===== src/rtl/odm_params.svh =====
`ifndef ODM_PARAMS_SVH
`define ODM_PARAMS_SVH
`define ODM_RST_INIT 2'b00
`define ODM_SYNC_INIT 12'ha00
`define ODM_SY_CS 11
`define ODM_SY_CK 10
`define ODM_SY_CKC 9
`define ODM_SY_DS 8
`define ODM_CA_LAST 3'h5
`define ODM_CA_ROWCOL 3'h3
`define ODM_RW_BIT 47
`define ODM_AS_BIT 46
`define ODM_BT_BIT 45
`define ODM_ROWCOL_HI 44
`define ODM_ROWCOL_LO 16
`define ODM_LOWCOL_HI 2
`define ODM_WRAP_MIN_WORDS 32'h10
`endif


===== src/rtl/odm_pkg.sv =====
package odm_pkg;
    typedef enum logic [2:0] {ODM_IDLE, ODM_CMD, ODM_LAT, ODM_RDATA, ODM_WDATA, ODM_HOLD} odm_state_e;
endpackage : odm_pkg


===== src/rtl/odm_device.sv =====
// Overview of operation
// - bit 47 read, 46 space, 45 burst
// - array access begins after bits 47..16
// - strobe level during command picks latency multiple
// - read data follows latency with toggling strobe
// - upper byte on strobe high, lower on low
// - whole words, address advances after each word except in register reads
// - strobe held low pauses between read words
// - read bursts wrap or run linear, roll over
// - bus clock need not run freely
// - register reads repeat upper then lower byte
// - bit 47 low means write, 46 space
// - write bytes captured rising then falling edge
// - strobe high masks write byte, low stores
// - no extra latency inside write data
// - write bursts: legacy wrap, hybrid, linear
// - linear write rolls over past last address
// - zero-latency writes store full words unmasked
// - each address one 16-bit word, 32 bits
// - device drives strobe throughout read transactions
// - three command words over first six edges
// - bit 45 low wrapped, high linear
// - mem write: strobe released after command phase
`timescale 1ns/100ps
`default_nettype none
`include "odm_params.svh"
module odm_device import odm_pkg::*; #(
    parameter int ADDR_BITS = 32,
    parameter int LAT_W = 4
) (
    input wire logic clock_in,
    input wire logic resetn_in,
    input wire logic chip_select_n_in,
    input wire logic bus_clock_true_in,
    input wire logic bus_clock_complement_in,
    input wire logic [7:0] dq_in,
    output logic [7:0] dq_out,
    output logic dq_oe_n_out,
    input wire logic read_write_data_strobe_in,
    output logic read_write_data_strobe_out,
    output logic read_write_data_strobe_oe_n_out,
    input wire logic extra_latency_in,
    input wire logic [LAT_W-1:0] latency_count_in,
    input wire logic [1:0] burst_len_sel_in,
    input wire logic hybrid_wrap_in,
    output logic array_req_valid_out,
    input wire logic array_req_ready_in,
    output logic array_req_write_out,
    output logic array_req_reg_out,
    output logic [1:0] array_req_keep_out,
    output logic [31:0] array_req_addr_out,
    output logic [15:0] array_req_wdata_out,
    input wire logic array_rdata_valid_in,
    input wire logic [15:0] array_rdata_in,
    output logic row_access_start_out,
    output logic write_overrun_out
);
    localparam logic [31:0] AMASK = 32'((64'h1 << ADDR_BITS) - 64'h1);
    localparam int REQ_W = 52;

    if (ADDR_BITS < 1 || ADDR_BITS > 32 || LAT_W < 1 || LAT_W > 8) begin : g_chk
        $error("odm_device: address width 1..32, latency width 1..8");
    end

    logic [1:0] rst_q;
    logic rst_n;
    logic [11:0] sync1_q;
    logic [11:0] sync2_q;
    logic cs_s, ck_s, ckc_s, ds_s, ck_prev_q, rise, fall, edge_any;
    logic [7:0] dq_s;
    odm_state_e st_q;
    logic [2:0] edge_cnt_q;
    logic [47:0] ca_q;
    logic [47:0] ca_next;
    logic ext_q;
    logic [LAT_W:0] lat_q;
    logic [LAT_W:0] lat_load;
    logic [31:0] addr_q, start_q, wm, nx;
    logic hyb_q, lin_eff;
    logic [15:0] rd_word_q;
    logic rd_word_v_q, rd_pend_q, stale_q, phase_hi_q;
    logic [7:0] wbyte_q;
    logic wkeep_hi_q;
    logic rd_push, wr_push, rd_adv, buf_ready;
    logic [1:0] wr_keep;
    logic [REQ_W-1:0] req_data;

    function automatic logic [31:0] odm_word_addr(input logic [47:0] ca);
        odm_word_addr = {ca[`ODM_ROWCOL_HI:`ODM_ROWCOL_LO], ca[`ODM_LOWCOL_HI:0]} & AMASK;
    endfunction : odm_word_addr

    function automatic logic [31:0] odm_next_addr(input logic [31:0] a, input logic lin, input logic [31:0] m);
        logic [31:0] inc;
        inc = a + 32'h1;
        odm_next_addr = lin ? (inc & AMASK) : ((a & ~m) | (inc & m));
    endfunction : odm_next_addr

    always_ff @(posedge clock_in or negedge resetn_in) begin
        if (!resetn_in) begin
            rst_q <= `ODM_RST_INIT;
        end else begin
            rst_q <= {rst_q[0], 1'b1};
        end
    end
    assign rst_n = rst_q[1];

    // two-stage synchroniser for every bus pin: select, both bus clocks, strobe and data
    always_ff @(posedge clock_in or negedge rst_n) begin
        if (!rst_n) begin
            sync1_q <= `ODM_SYNC_INIT;
            sync2_q <= `ODM_SYNC_INIT;
            ck_prev_q <= 1'b0;
        end else begin
            sync1_q <= {chip_select_n_in, bus_clock_true_in, bus_clock_complement_in,
                        read_write_data_strobe_in, dq_in};
            sync2_q <= sync1_q;
            ck_prev_q <= ck_s;
        end
    end
    assign cs_s = sync2_q[`ODM_SY_CS];
    assign ck_s = sync2_q[`ODM_SY_CK];
    assign ckc_s = sync2_q[`ODM_SY_CKC];
    assign ds_s = sync2_q[`ODM_SY_DS];
    assign dq_s = sync2_q[7:0];
    // only edges move the logic, so a stopped bus clock just stalls it
    assign rise = ck_s && !ck_prev_q;
    assign fall = !ck_s && ck_prev_q;
    assign edge_any = rise || fall;
    assign ca_next = {ca_q[39:0], dq_s};
    assign lat_load = ext_q ? {latency_count_in, 1'b0} : {1'b0, latency_count_in};
    assign wm = 32'((`ODM_WRAP_MIN_WORDS << burst_len_sel_in) - 32'h1);
    assign lin_eff = ca_q[`ODM_BT_BIT] || hyb_q;
    assign nx = odm_next_addr(addr_q, lin_eff, wm);

    // transaction sequencing
    always_ff @(posedge clock_in or negedge rst_n) begin
        if (!rst_n) begin
            st_q <= ODM_IDLE;
        end else if (cs_s && st_q != ODM_IDLE) begin
            st_q <= ODM_IDLE;
        end else begin
            unique case (st_q)
                ODM_IDLE: begin
                    if (!cs_s) begin
                        st_q <= (!ck_s && ckc_s) ? ODM_CMD : ODM_HOLD;
                    end
                end
                ODM_CMD: begin
                    if (edge_any && edge_cnt_q == `ODM_CA_LAST) begin
                        if (!ca_next[`ODM_RW_BIT] && ca_next[`ODM_AS_BIT]) begin
                            st_q <= ODM_WDATA;
                        end else if (lat_load == '0) begin
                            st_q <= ca_next[`ODM_RW_BIT] ? ODM_RDATA : ODM_WDATA;
                        end else begin
                            st_q <= ODM_LAT;
                        end
                    end
                end
                ODM_LAT: begin
                    if (fall && lat_q == {{LAT_W{1'b0}}, 1'b1}) begin
                        st_q <= ca_q[`ODM_RW_BIT] ? ODM_RDATA : ODM_WDATA;
                    end
                end
                ODM_RDATA, ODM_WDATA, ODM_HOLD: begin
                    st_q <= st_q;
                end
            endcase
        end
    end

    // command capture and latency count
    always_ff @(posedge clock_in or negedge rst_n) begin
        if (!rst_n) begin
            edge_cnt_q <= '0;
            ca_q <= '0;
            ext_q <= 1'b0;
            lat_q <= '0;
            row_access_start_out <= 1'b0;
        end else begin
            row_access_start_out <= 1'b0;
            if (st_q == ODM_IDLE) begin
                edge_cnt_q <= '0;
                ext_q <= extra_latency_in;
            end else if (st_q == ODM_CMD && edge_any) begin
                ca_q <= ca_next;
                edge_cnt_q <= edge_cnt_q + 3'h1;
                row_access_start_out <= (edge_cnt_q == `ODM_CA_ROWCOL);
                if (edge_cnt_q == `ODM_CA_LAST) begin
                    lat_q <= lat_load;
                end
            end else if (st_q == ODM_LAT && fall) begin
                lat_q <= lat_q - 1'b1;
            end
        end
    end

    // word address: wrap, hybrid wrap, linear with rollover
    assign rd_adv = st_q == ODM_RDATA && fall && phase_hi_q && !ca_q[`ODM_AS_BIT];
    always_ff @(posedge clock_in or negedge rst_n) begin
        if (!rst_n) begin
            addr_q <= '0;
            start_q <= '0;
            hyb_q <= 1'b0;
        end else if (st_q == ODM_CMD && edge_any && edge_cnt_q == `ODM_CA_LAST) begin
            addr_q <= odm_word_addr(ca_next);
            start_q <= odm_word_addr(ca_next);
            hyb_q <= 1'b0;
        end else if (rd_adv || wr_push) begin
            if (!lin_eff && hybrid_wrap_in && nx == start_q) begin
                addr_q <= ((start_q & ~wm) + wm + 32'h1) & AMASK;
                hyb_q <= 1'b1;
            end else begin
                addr_q <= nx;
            end
        end
    end

    // read word fetch: one request outstanding, stale answers dropped
    assign rd_push = (st_q == ODM_LAT || st_q == ODM_RDATA) && ca_q[`ODM_RW_BIT] && !rd_word_v_q
        && !rd_pend_q && !stale_q && buf_ready;
    always_ff @(posedge clock_in or negedge rst_n) begin
        if (!rst_n) begin
            rd_word_q <= '0;
            rd_word_v_q <= 1'b0;
            rd_pend_q <= 1'b0;
            stale_q <= 1'b0;
            phase_hi_q <= 1'b0;
        end else if (cs_s) begin
            rd_word_v_q <= 1'b0;
            phase_hi_q <= 1'b0;
            rd_pend_q <= rd_pend_q && !array_rdata_valid_in;
            stale_q <= rd_pend_q && !array_rdata_valid_in;
        end else begin
            if (rd_push) begin
                rd_pend_q <= 1'b1;
            end else if (array_rdata_valid_in && rd_pend_q) begin
                rd_pend_q <= 1'b0;
                if (stale_q) begin
                    stale_q <= 1'b0;
                end else begin
                    rd_word_q <= array_rdata_in;
                    rd_word_v_q <= 1'b1;
                end
            end
            if (st_q == ODM_RDATA && rise && rd_word_v_q) begin
                phase_hi_q <= 1'b1;
            end else if (st_q == ODM_RDATA && fall && phase_hi_q) begin
                phase_hi_q <= 1'b0;
                rd_word_v_q <= 1'b0;
            end
        end
    end

    // write capture: first byte on rise, second on fall, strobe as keep mask
    assign wr_push = st_q == ODM_WDATA && fall && !cs_s;
    assign wr_keep = ca_q[`ODM_AS_BIT] ? 2'b00 : {wkeep_hi_q, ds_s};
    always_ff @(posedge clock_in or negedge rst_n) begin
        if (!rst_n) begin
            wbyte_q <= '0;
            wkeep_hi_q <= 1'b0;
            write_overrun_out <= 1'b0;
        end else begin
            if (st_q == ODM_WDATA && rise) begin
                wbyte_q <= dq_s;
                wkeep_hi_q <= ds_s;
            end
            // the host cannot be stalled mid-write, so a full buffer is only flagged
            if (wr_push && !buf_ready) begin
                write_overrun_out <= 1'b1;
            end else if (st_q == ODM_IDLE && !cs_s) begin
                write_overrun_out <= 1'b0;
            end
        end
    end

    assign req_data = wr_push ? {1'b1, ca_q[`ODM_AS_BIT], wr_keep, addr_q, wbyte_q, dq_s}
        : {1'b0, ca_q[`ODM_AS_BIT], 2'b00, addr_q, 16'h0000};

    odm_buf #(.W(REQ_W), .DEPTH(2)) u_buf (
        .clock_in(clock_in),
        .rst_n_in(rst_n),
        .in_valid_in(rd_push || wr_push),
        .in_ready_out(buf_ready),
        .in_data_in(req_data),
        .out_valid_out(array_req_valid_out),
        .out_ready_in(array_req_ready_in),
        .out_data_out({array_req_write_out, array_req_reg_out, array_req_keep_out,
                       array_req_addr_out, array_req_wdata_out})
    );

    // pin drivers
    always_ff @(posedge clock_in or negedge rst_n) begin
        if (!rst_n) begin
            dq_out <= '0;
            dq_oe_n_out <= 1'b1;
            read_write_data_strobe_out <= 1'b0;
            read_write_data_strobe_oe_n_out <= 1'b1;
        end else if (cs_s || st_q == ODM_HOLD) begin
            dq_oe_n_out <= 1'b1;
            read_write_data_strobe_oe_n_out <= 1'b1;
            read_write_data_strobe_out <= 1'b0;
        end else if (st_q == ODM_IDLE) begin
            read_write_data_strobe_out <= extra_latency_in;
            read_write_data_strobe_oe_n_out <= !(!ck_s && ckc_s);
        end else if (st_q == ODM_CMD && edge_any && edge_cnt_q == `ODM_CA_LAST) begin
            read_write_data_strobe_out <= 1'b0;
            read_write_data_strobe_oe_n_out <= !(ca_next[`ODM_RW_BIT] || ca_next[`ODM_AS_BIT]);
            dq_oe_n_out <= !ca_next[`ODM_RW_BIT];
        end else if (st_q == ODM_LAT && ca_q[`ODM_RW_BIT]) begin
            read_write_data_strobe_oe_n_out <= 1'b0;
            dq_oe_n_out <= 1'b0;
        end else if (st_q == ODM_RDATA) begin
            if (rise && rd_word_v_q) begin
                dq_out <= rd_word_q[15:8];
                read_write_data_strobe_out <= 1'b1;
            end else if (fall && phase_hi_q) begin
                dq_out <= rd_word_q[7:0];
                read_write_data_strobe_out <= 1'b0;
            end else if (rise) begin
                read_write_data_strobe_out <= 1'b0;
            end
        end
    end
endmodule : odm_device
`default_nettype wire


===== src/rtl/odm_buf.sv =====
`timescale 1ns/100ps
`default_nettype none
module odm_buf #(
    parameter int W = 52,
    parameter int DEPTH = 2
) (
    input wire logic clock_in,
    input wire logic rst_n_in,
    input wire logic in_valid_in,
    output logic in_ready_out,
    input wire logic [W-1:0] in_data_in,
    output logic out_valid_out,
    input wire logic out_ready_in,
    output logic [W-1:0] out_data_out
);
    logic [W-1:0] spare_q;
    logic spare_v_q;

    if (DEPTH != 2) begin : g_chk
        $error("odm_buf holds exactly two entries");
    end

    // output stage plus one spare entry; ready drops only when both are full
    always_ff @(posedge clock_in or negedge rst_n_in) begin
        if (!rst_n_in) begin
            out_valid_out <= 1'b0;
            out_data_out <= '0;
            spare_q <= '0;
            spare_v_q <= 1'b0;
            in_ready_out <= 1'b0;
        end else begin
            logic ov;
            logic sv;
            ov = out_valid_out;
            sv = spare_v_q;
            if (out_ready_in && ov) begin
                if (sv) begin
                    out_data_out <= spare_q;
                    sv = 1'b0;
                end else begin
                    ov = 1'b0;
                end
            end
            if (in_valid_in && in_ready_out) begin
                if (!ov) begin
                    out_data_out <= in_data_in;
                    ov = 1'b1;
                end else begin
                    spare_q <= in_data_in;
                    sv = 1'b1;
                end
            end
            out_valid_out <= ov;
            spare_v_q <= sv;
            in_ready_out <= !sv;
        end
    end
endmodule : odm_buf
`default_nettype wire


===== config.mk =====
export PLATFORM = sky130hd
export DESIGN_NAME = odm_device
export DESIGN_NICKNAME = d
export VERILOG_FILES = /design/src/rtl/odm_pkg.sv /design/src/rtl/odm_device.sv /design/src/rtl/odm_buf.sv
export VERILOG_INCLUDE_DIRS = /design/src /design/src/rtl
export SDC_FILE = /design/constraint.sdc
export NUM_CORES = 1
export LEC_CHECK = 0
export ABC_AREA = 1
export BUFFER_PORTS_ARGS = -buffer_cell sky130_fd_sc_hd__buf_2
export CAP_MARGIN = 30
export CORE_ASPECT_RATIO = 1.2
export CORE_MARGIN = 2
export CORE_UTILIZATION = 30
export DETAILED_ROUTE_END_ITERATION = 16
export GPL_TIMING_DRIVEN = 1
export HOLD_SLACK_MARGIN = 0.02
export PLACE_DENSITY = 0.54
export RECOVER_POWER = 100
export SLEW_MARGIN = 20
export SYNTH_ARGS = -nofsm -noshare
export SYNTH_HDL_FRONTEND = slang
export SYNTH_SLANG_ARGS = --single-unit

===== constraint.sdc =====
create_clock -name clock_in -period 19.89 [get_ports clock_in]
set_input_delay 3.978 -clock clock_in [delete_from_list [all_inputs] [get_ports clock_in]]
set_output_delay 3.978 -clock clock_in [all_outputs]
set_load 0.05 [all_outputs]

# Word level (Yosys, flattened, before mapping)
# Cells that the tools add are included.
[word_totals]
regBits = 301
input_bits = 40
[op_classes]
add_sub_neg = 6
n_eq_ne = 17
shifts = 1
muxes = 70
n_bitwise = 12
n_reduce_logical = 82
[ops]
columns = ["cell", "n"]
rows = [
  ["$mux W52", 5],
  ["$mux W32", 4],
  ["$and A32 B32 Y32", 3],
  ["$add A32 B1 Y32 const B", 2],
  ["$mux W1", 42],
  ["$logic_and A1 B1 Y1", 34],
  ["$mux W3", 11],
  ["$add A32 B32 Y32", 1],
  ["$eq A32 B32 Y1", 1],
  ["$not A32 Y32", 1],
  ["$or A32 B32 Y32", 1],
  ["$shl A5 B2 Y32 const A", 1],
  ["$sub A32 B1 Y32 const B", 1],
  ["$mux W5", 4],
  ["$mux W8", 2],
  ["$logic_not A1 Y1", 14],
  ["$reduce_bool A2 Y1", 7],
  ["$reduce_bool A3 Y1", 4],
  ["$reduce_and A2 Y1", 5],
  ["$eq A3 B2 Y1 const B", 3],
  ["$eq A3 B3 Y1 const B", 3],
  ["$ne A3 B3 Y1 const B", 3],
  ["$pmux W3 S3", 1],
  ["$reduce_and A4 Y1", 2],
  ["other kinds (17)", 33],
]

# Longest topological paths before layout
[depth]
ltp_word = 11
mapped_depth = 23
mapped_depth_nobuf = 20

# Cells and area by module
# Synthesis repeated with hierarchy kept, for this count alone.
[hier_totals]
hier_cells = 2102
area_unflattened_um2 = 15964.1
[modules_own_cells]
columns = ["module", "n_inst", "cells_each", "area_each_um2"]
rows = [
  ["odm_device", 1, 1413, 10730.3],
  ["odm_buf", 1, 689, 5233.8],
]

# Least setup slack after synthesis
# Ideal clock, no wire load.
[synth_path]
path_kind = "input to register"
from = "in burst_len_sel_in[1]"
to = "reg addr_q[28]"
setup_ns = 0.121
arrival_time_ns = 6.070
path_slack_ns = 13.700
path_stages = 17
path_cell_list = "nor2_1 > inv_1 > ha_1 > nand2_1 > ha_1 > nand3_1 > nor2_1 > nand2_1 > nor2_1 > nand2_1 > nor2_1 > nand2_1 > xor2_1 > inv_1 > nand4_1 > nand3_1 > a21oi_1"
[synth_via]
elab_chain_cells = 11
word_cells_on_any_way = 15
[synth_rtl]
columns = ["element", "line", "text"]
rows = [
  ["start: declaration", "odm_device.sv:44", "input wire logic [1:0] burst_len_sel_in,"],
  ["$shl A5 B2 Y32 (no line) *", "n/a", ""],
  ["$sub A32 B1 Y32 *", "odm_device.sv:131", "assign wm = 32'((`ODM_WRAP_MIN_WORDS << burst_len_sel_in) - 32'h1);"],
  ["parallel branches: the longest is 6 deep, another holds $add A32 B32 Y32", "n/a", ""],
  ["$mux W32 *", "odm_device.sv:209", "if (!lin_eff && hybrid_wrap_in && nx == start_q) begin"],
  ["$mux W32 *", "odm_device.sv:208", "end else if (rd_adv || wr_push) begin"],
  ["$mux W32 *", "odm_device.sv:204", "end else if (st_q == ODM_CMD && edge_any && edge_cnt_q == `ODM_CA_LAST) begin"],
  ["end signal: assignment", "odm_device.sv:205", "addr_q <= odm_word_addr(ca_next);"],
  ["end signal: assignment", "odm_device.sv:210", "addr_q <= ((start_q & ~wm) + wm + 32'h1) & AMASK;"],
  ["end signal: assignment", "odm_device.sv:213", "addr_q <= nx;"],
  ["end: declaration", "odm_device.sv:78", "logic [31:0] addr_q, start_q, wm, nx;"],
]
# Every way passes the cells marked *. The select of a mux whose other input is x is not followed.
# A chain may end at the register's enable or synchronous reset.

# Worst setup path in the final report
[layout_path]
from = "in burst_len_sel_in[0]"
to = "reg addr_q[16]"
# Same word-level chain as after synthesis.

==> impl_metrics.json <==
{
  "grt_max_degree": 68,
  "portBuffers": 105,
  "ys_warn_count": 0,
  "rsz0062_at_grt": "no",
  "maxCapViolCount": 11,
  "synthArstFlopShare": 1.000,
  "dieArea_um2": 50980,
  "setup_ws_ps": 11430,
  "max_slew_margin": -1.028,
  "p_leak_nw": 8.344,
  "post_drt_via_cell_ratio": 4.925,
  "synth.area.top_cells": "dfrtp_1 (49%), nand2_1 (13%), o21ai_0 (5.6%)",
  "placed_cell_area_um2": 16020,
  "first_pass_iters": 5,
  "synthCells": 1847,
  "cts_buffer_depth": 3,
  "status": "complete, but fails checks",
  "synth.net_count": 1898,
  "die_h_um": 246.9,
  "violations": "max-capacitance violations, max-slew violations",
  "diodes": 0,
  "final_area_um2": 17040,
  "clkPwrFrac": 0.246,
  "cts.clk_slew.worst_paths_ps": 60,
  "clock-skew-final_ps": 23.54,
  "ant_nets": 0,
  "required_ps": 20300,
  "synth.distinct_cells": 44,
  "switching_share": 0.4495,
  "synth_top_area_share": 0.4918,
  "worstPathArrival_ps": 8870,
  "slowest_delay_ps": 830,
  "vdd_drop_max_v": 0.00007456,
  "post-synth-top-area-cell": "dfrtp_1",
  "synth_edf_count": 0,
  "max_freq_ghz": 0.1182,
  "tightest_slew_ps": 3041,
  "drv_slew": 531,
  "hpwl_um": 36050,
  "pre_cts_ws_ps": 12040,
  "cts_resized": 0,
  "internal_power_w": 0.001506,
  "drive_gt1_frac": 0.07389,
  "grt_overflow": 0,
  "row_count": 89,
  "drc": 0,
  "first_global_vias": 12650,
  "syn_area_per_cell_um2": 7.989,
  "setup_violations": 0,
  "place_congestion": 0.9186,
  "p_seq_frac": 0.358,
  "pwr_density_cell_nw_per_um2": 160.6,
  "drt-total-wl_um": 48290,
  "crit_path_end_kind": "flop",
  "path_class": "input pin to flop",
  "r2r-start": "rst_q[1]$_DFF_PN0_",
  "cts_root_buf": "clkbuf_16",
  "fin_crit_sh": 0.4255,
  "first_iter_violations": 766,
  "setup.worst_path.start": "burst_len_sel_in[0]",
  "hp-class": "flop to flop",
  "fin_nets": 2000,
  "ys_seq_elements": 296,
  "crit_path_start_kind": "input pin",
  "synthFlopType": "dfrtp_1",
  "cts_setup_buffers": 0,
  "cts.sinks": 296,
  "grt_usage": 0.1923,
  "die_w_um": 206.5,
  "path_cells": "clkbuf_1, nand2_1, inv_1, ha_1, inv_1, nand2_1, nand2_1, nor2_1, nand2_1, nand2_1, nand2_1, nand2_1, nand2_1, nor2_1, nand2_1, nor2_1, nand3_1, clkbuf_1, o21ai_0, o21ai_0",
  "power_frac_comb": 0.396,
  "start_util": 0.3018,
  "tns_ps": 0,
  "min-delay-start": "sync1_q[8]$_DFF_PN0_",
  "syn_area_um2": 14760,
  "crit_top_cell": "nand2_1",
  "cts_buffers": 36,
  "antenna_found_initial": 0,
  "post_drt_wl_per_cell_um": 18.48,
  "core_region_area_um2": 48890,
  "clk_latency_ps": 560,
  "p_switching_w": 0.001230,
  "hold_violations": 0,
  "ios": 106,
  "htree_levels": 2,
  "postCtsHoldBufs": 0,
  "vias": 12870,
  "syn2layout_area_growth_pct": 15.47,
  "crit_path_top_delay_cell": "nand3_1",
  "ys_seq_area_frac": 0.5025,
  "grt_pass1_wl_um": 75110,
  "cp_max_fo": 26,
  "cts_tree": "done",
  "fin_crit_ps": 8463
}
[logic make-up after synthesis]
logic type	count (synthesis)	synth area share
mux	35	0.02586
compound gates	305	0.1161
simple gates	909	0.2574
xor+xnor	33	0.02052
fa+ha+maj	11	0.009327
buf+inv	257	0.06801
other cells	1	0.0002541
flops	296	0.5025
[layout make-up]
class,count,area (µm²)
clock buffers,52,1052
inverters,191,716.9
clock inverters,13,166.4
well taps,637,797.0
repair buffers,130,554.3
multi-input cells,1294,6336
fillers,5211,31850
flip-flops and latches,296,7415
[final timing paths]
kind	to	cells past startpoint	slack, ps
min in group asynchronous	row_access_start_out$_DFF_PN0_	0	530
max in group asynchronous	u_buf.out_data_out[18]$_DFF_PN0_	4	12300
max	addr_q[16]$_DFFE_PN0P_	20	11430
min reg2reg	sync2_q[8]$_DFF_PN0_	0	340
min	sync2_q[8]$_DFF_PN0_	0	340
max reg2reg	u_buf.out_data_out[18]$_DFF_PN0_	4	12300
[per-layer routing]
| metal | vias up | share of wire | GRT usage |
|---|---|---|---|
| met5 | - | 0 | 0 |
| met4 | 0 | 0.027 | 0.05819 |
| met3 | 73 | 0.042 | 0.02728 |
| met2 | 332 | 0.48 | 0.3216 |
| met1 | 6231 | 0.45 | 0.2566 |
| li1 | 6234 | - | - |
[flip-flops by register name (all words and copies together), names as in the netlist, 2 cells and up]
name	cells
sync2_q	12
edge_cnt_q	3
rd_word_q	16
dq_out	8
u_buf.spare_q	52
addr_q	32
u_buf.out_data_out	52
st_q	3
rst_q	2
wbyte_q	8
lat_q	5
start_q	32
sync1_q	12
ca_q	43
[worst max-delay path, delay by kind of cell]
| family | cells | cell delay [ps] |
|---|---|---|
| and+or+nand+nor | 13 | 2910 |
| buffers and inverters | 4 | 1150 |
| AOI/OAI and AO/OA | 2 | 460 |
| adders and majority gates | 1 | 320 |
[synth_stat cells (14+ instances only)]
cell type    n
a21oi_1     44
a31oi_1     42
clkbuf_1    59
dfrtp_1    290
inv_1      187
mux2_2      25
nand2_1    498
nand3_1    152
nand4_1     23
nor2_1     185
nor3_1      19
o211ai_1    14
o21ai_0    166
o21bai_1    25
xor2_1      28
[power groups by stage]
| stage | registers [W] | logic [W] | clock network (W) |
|---|---|---|---|
| 6_report | 0.000980 | 0.00108 | 0.000673 |
| 5_1_grt | 0.00101 | 0.00121 | 0.000715 |
| 4_1_cts | 0.000977 | 0.00111 | 0.000693 |
| 3_5_place_dp | 0.000985 | 0.00110 | 0 |
| 3_3_place_gp | 0.000982 | 0.00110 | 0 |
| 2_1_floorplan | 0.00112 | 0.000611 | 0 |
[through the flow]
step                        util  total power, W  std cells  hold WS (ps)
after global routing      0.3485        0.002928       2613         354.6
after detailed placement  0.3277        0.002089       2546         284.9
after global placement    0.3261        0.002085       2540         283.3
after CTS                 0.3526        0.002778       2611         290.8
after floorplan                -        0.001735       1847         331.2
final                     0.3485        0.002736       2613         341.7
[layout by cell type, fill, tap and decap left out, types with 10 or more instances in the layout]
cell and instances:
o21bai_1 25, nor3_1 19, nand3_1 153, buf_2 32
xor2_1 28, a31oi_1 42, clkbuf_16 37, mux2_2 25
clkbuf_1 99, a21oi_1 44, o211ai_1 14, o21ai_0 165
inv_1 188, nand4_1 23, mux2i_1 10, nand2_1 498
nor2_1 186, dfrtp_1 290, ha_1 11
Note: power is estimated with default switching activity, not from simulation.
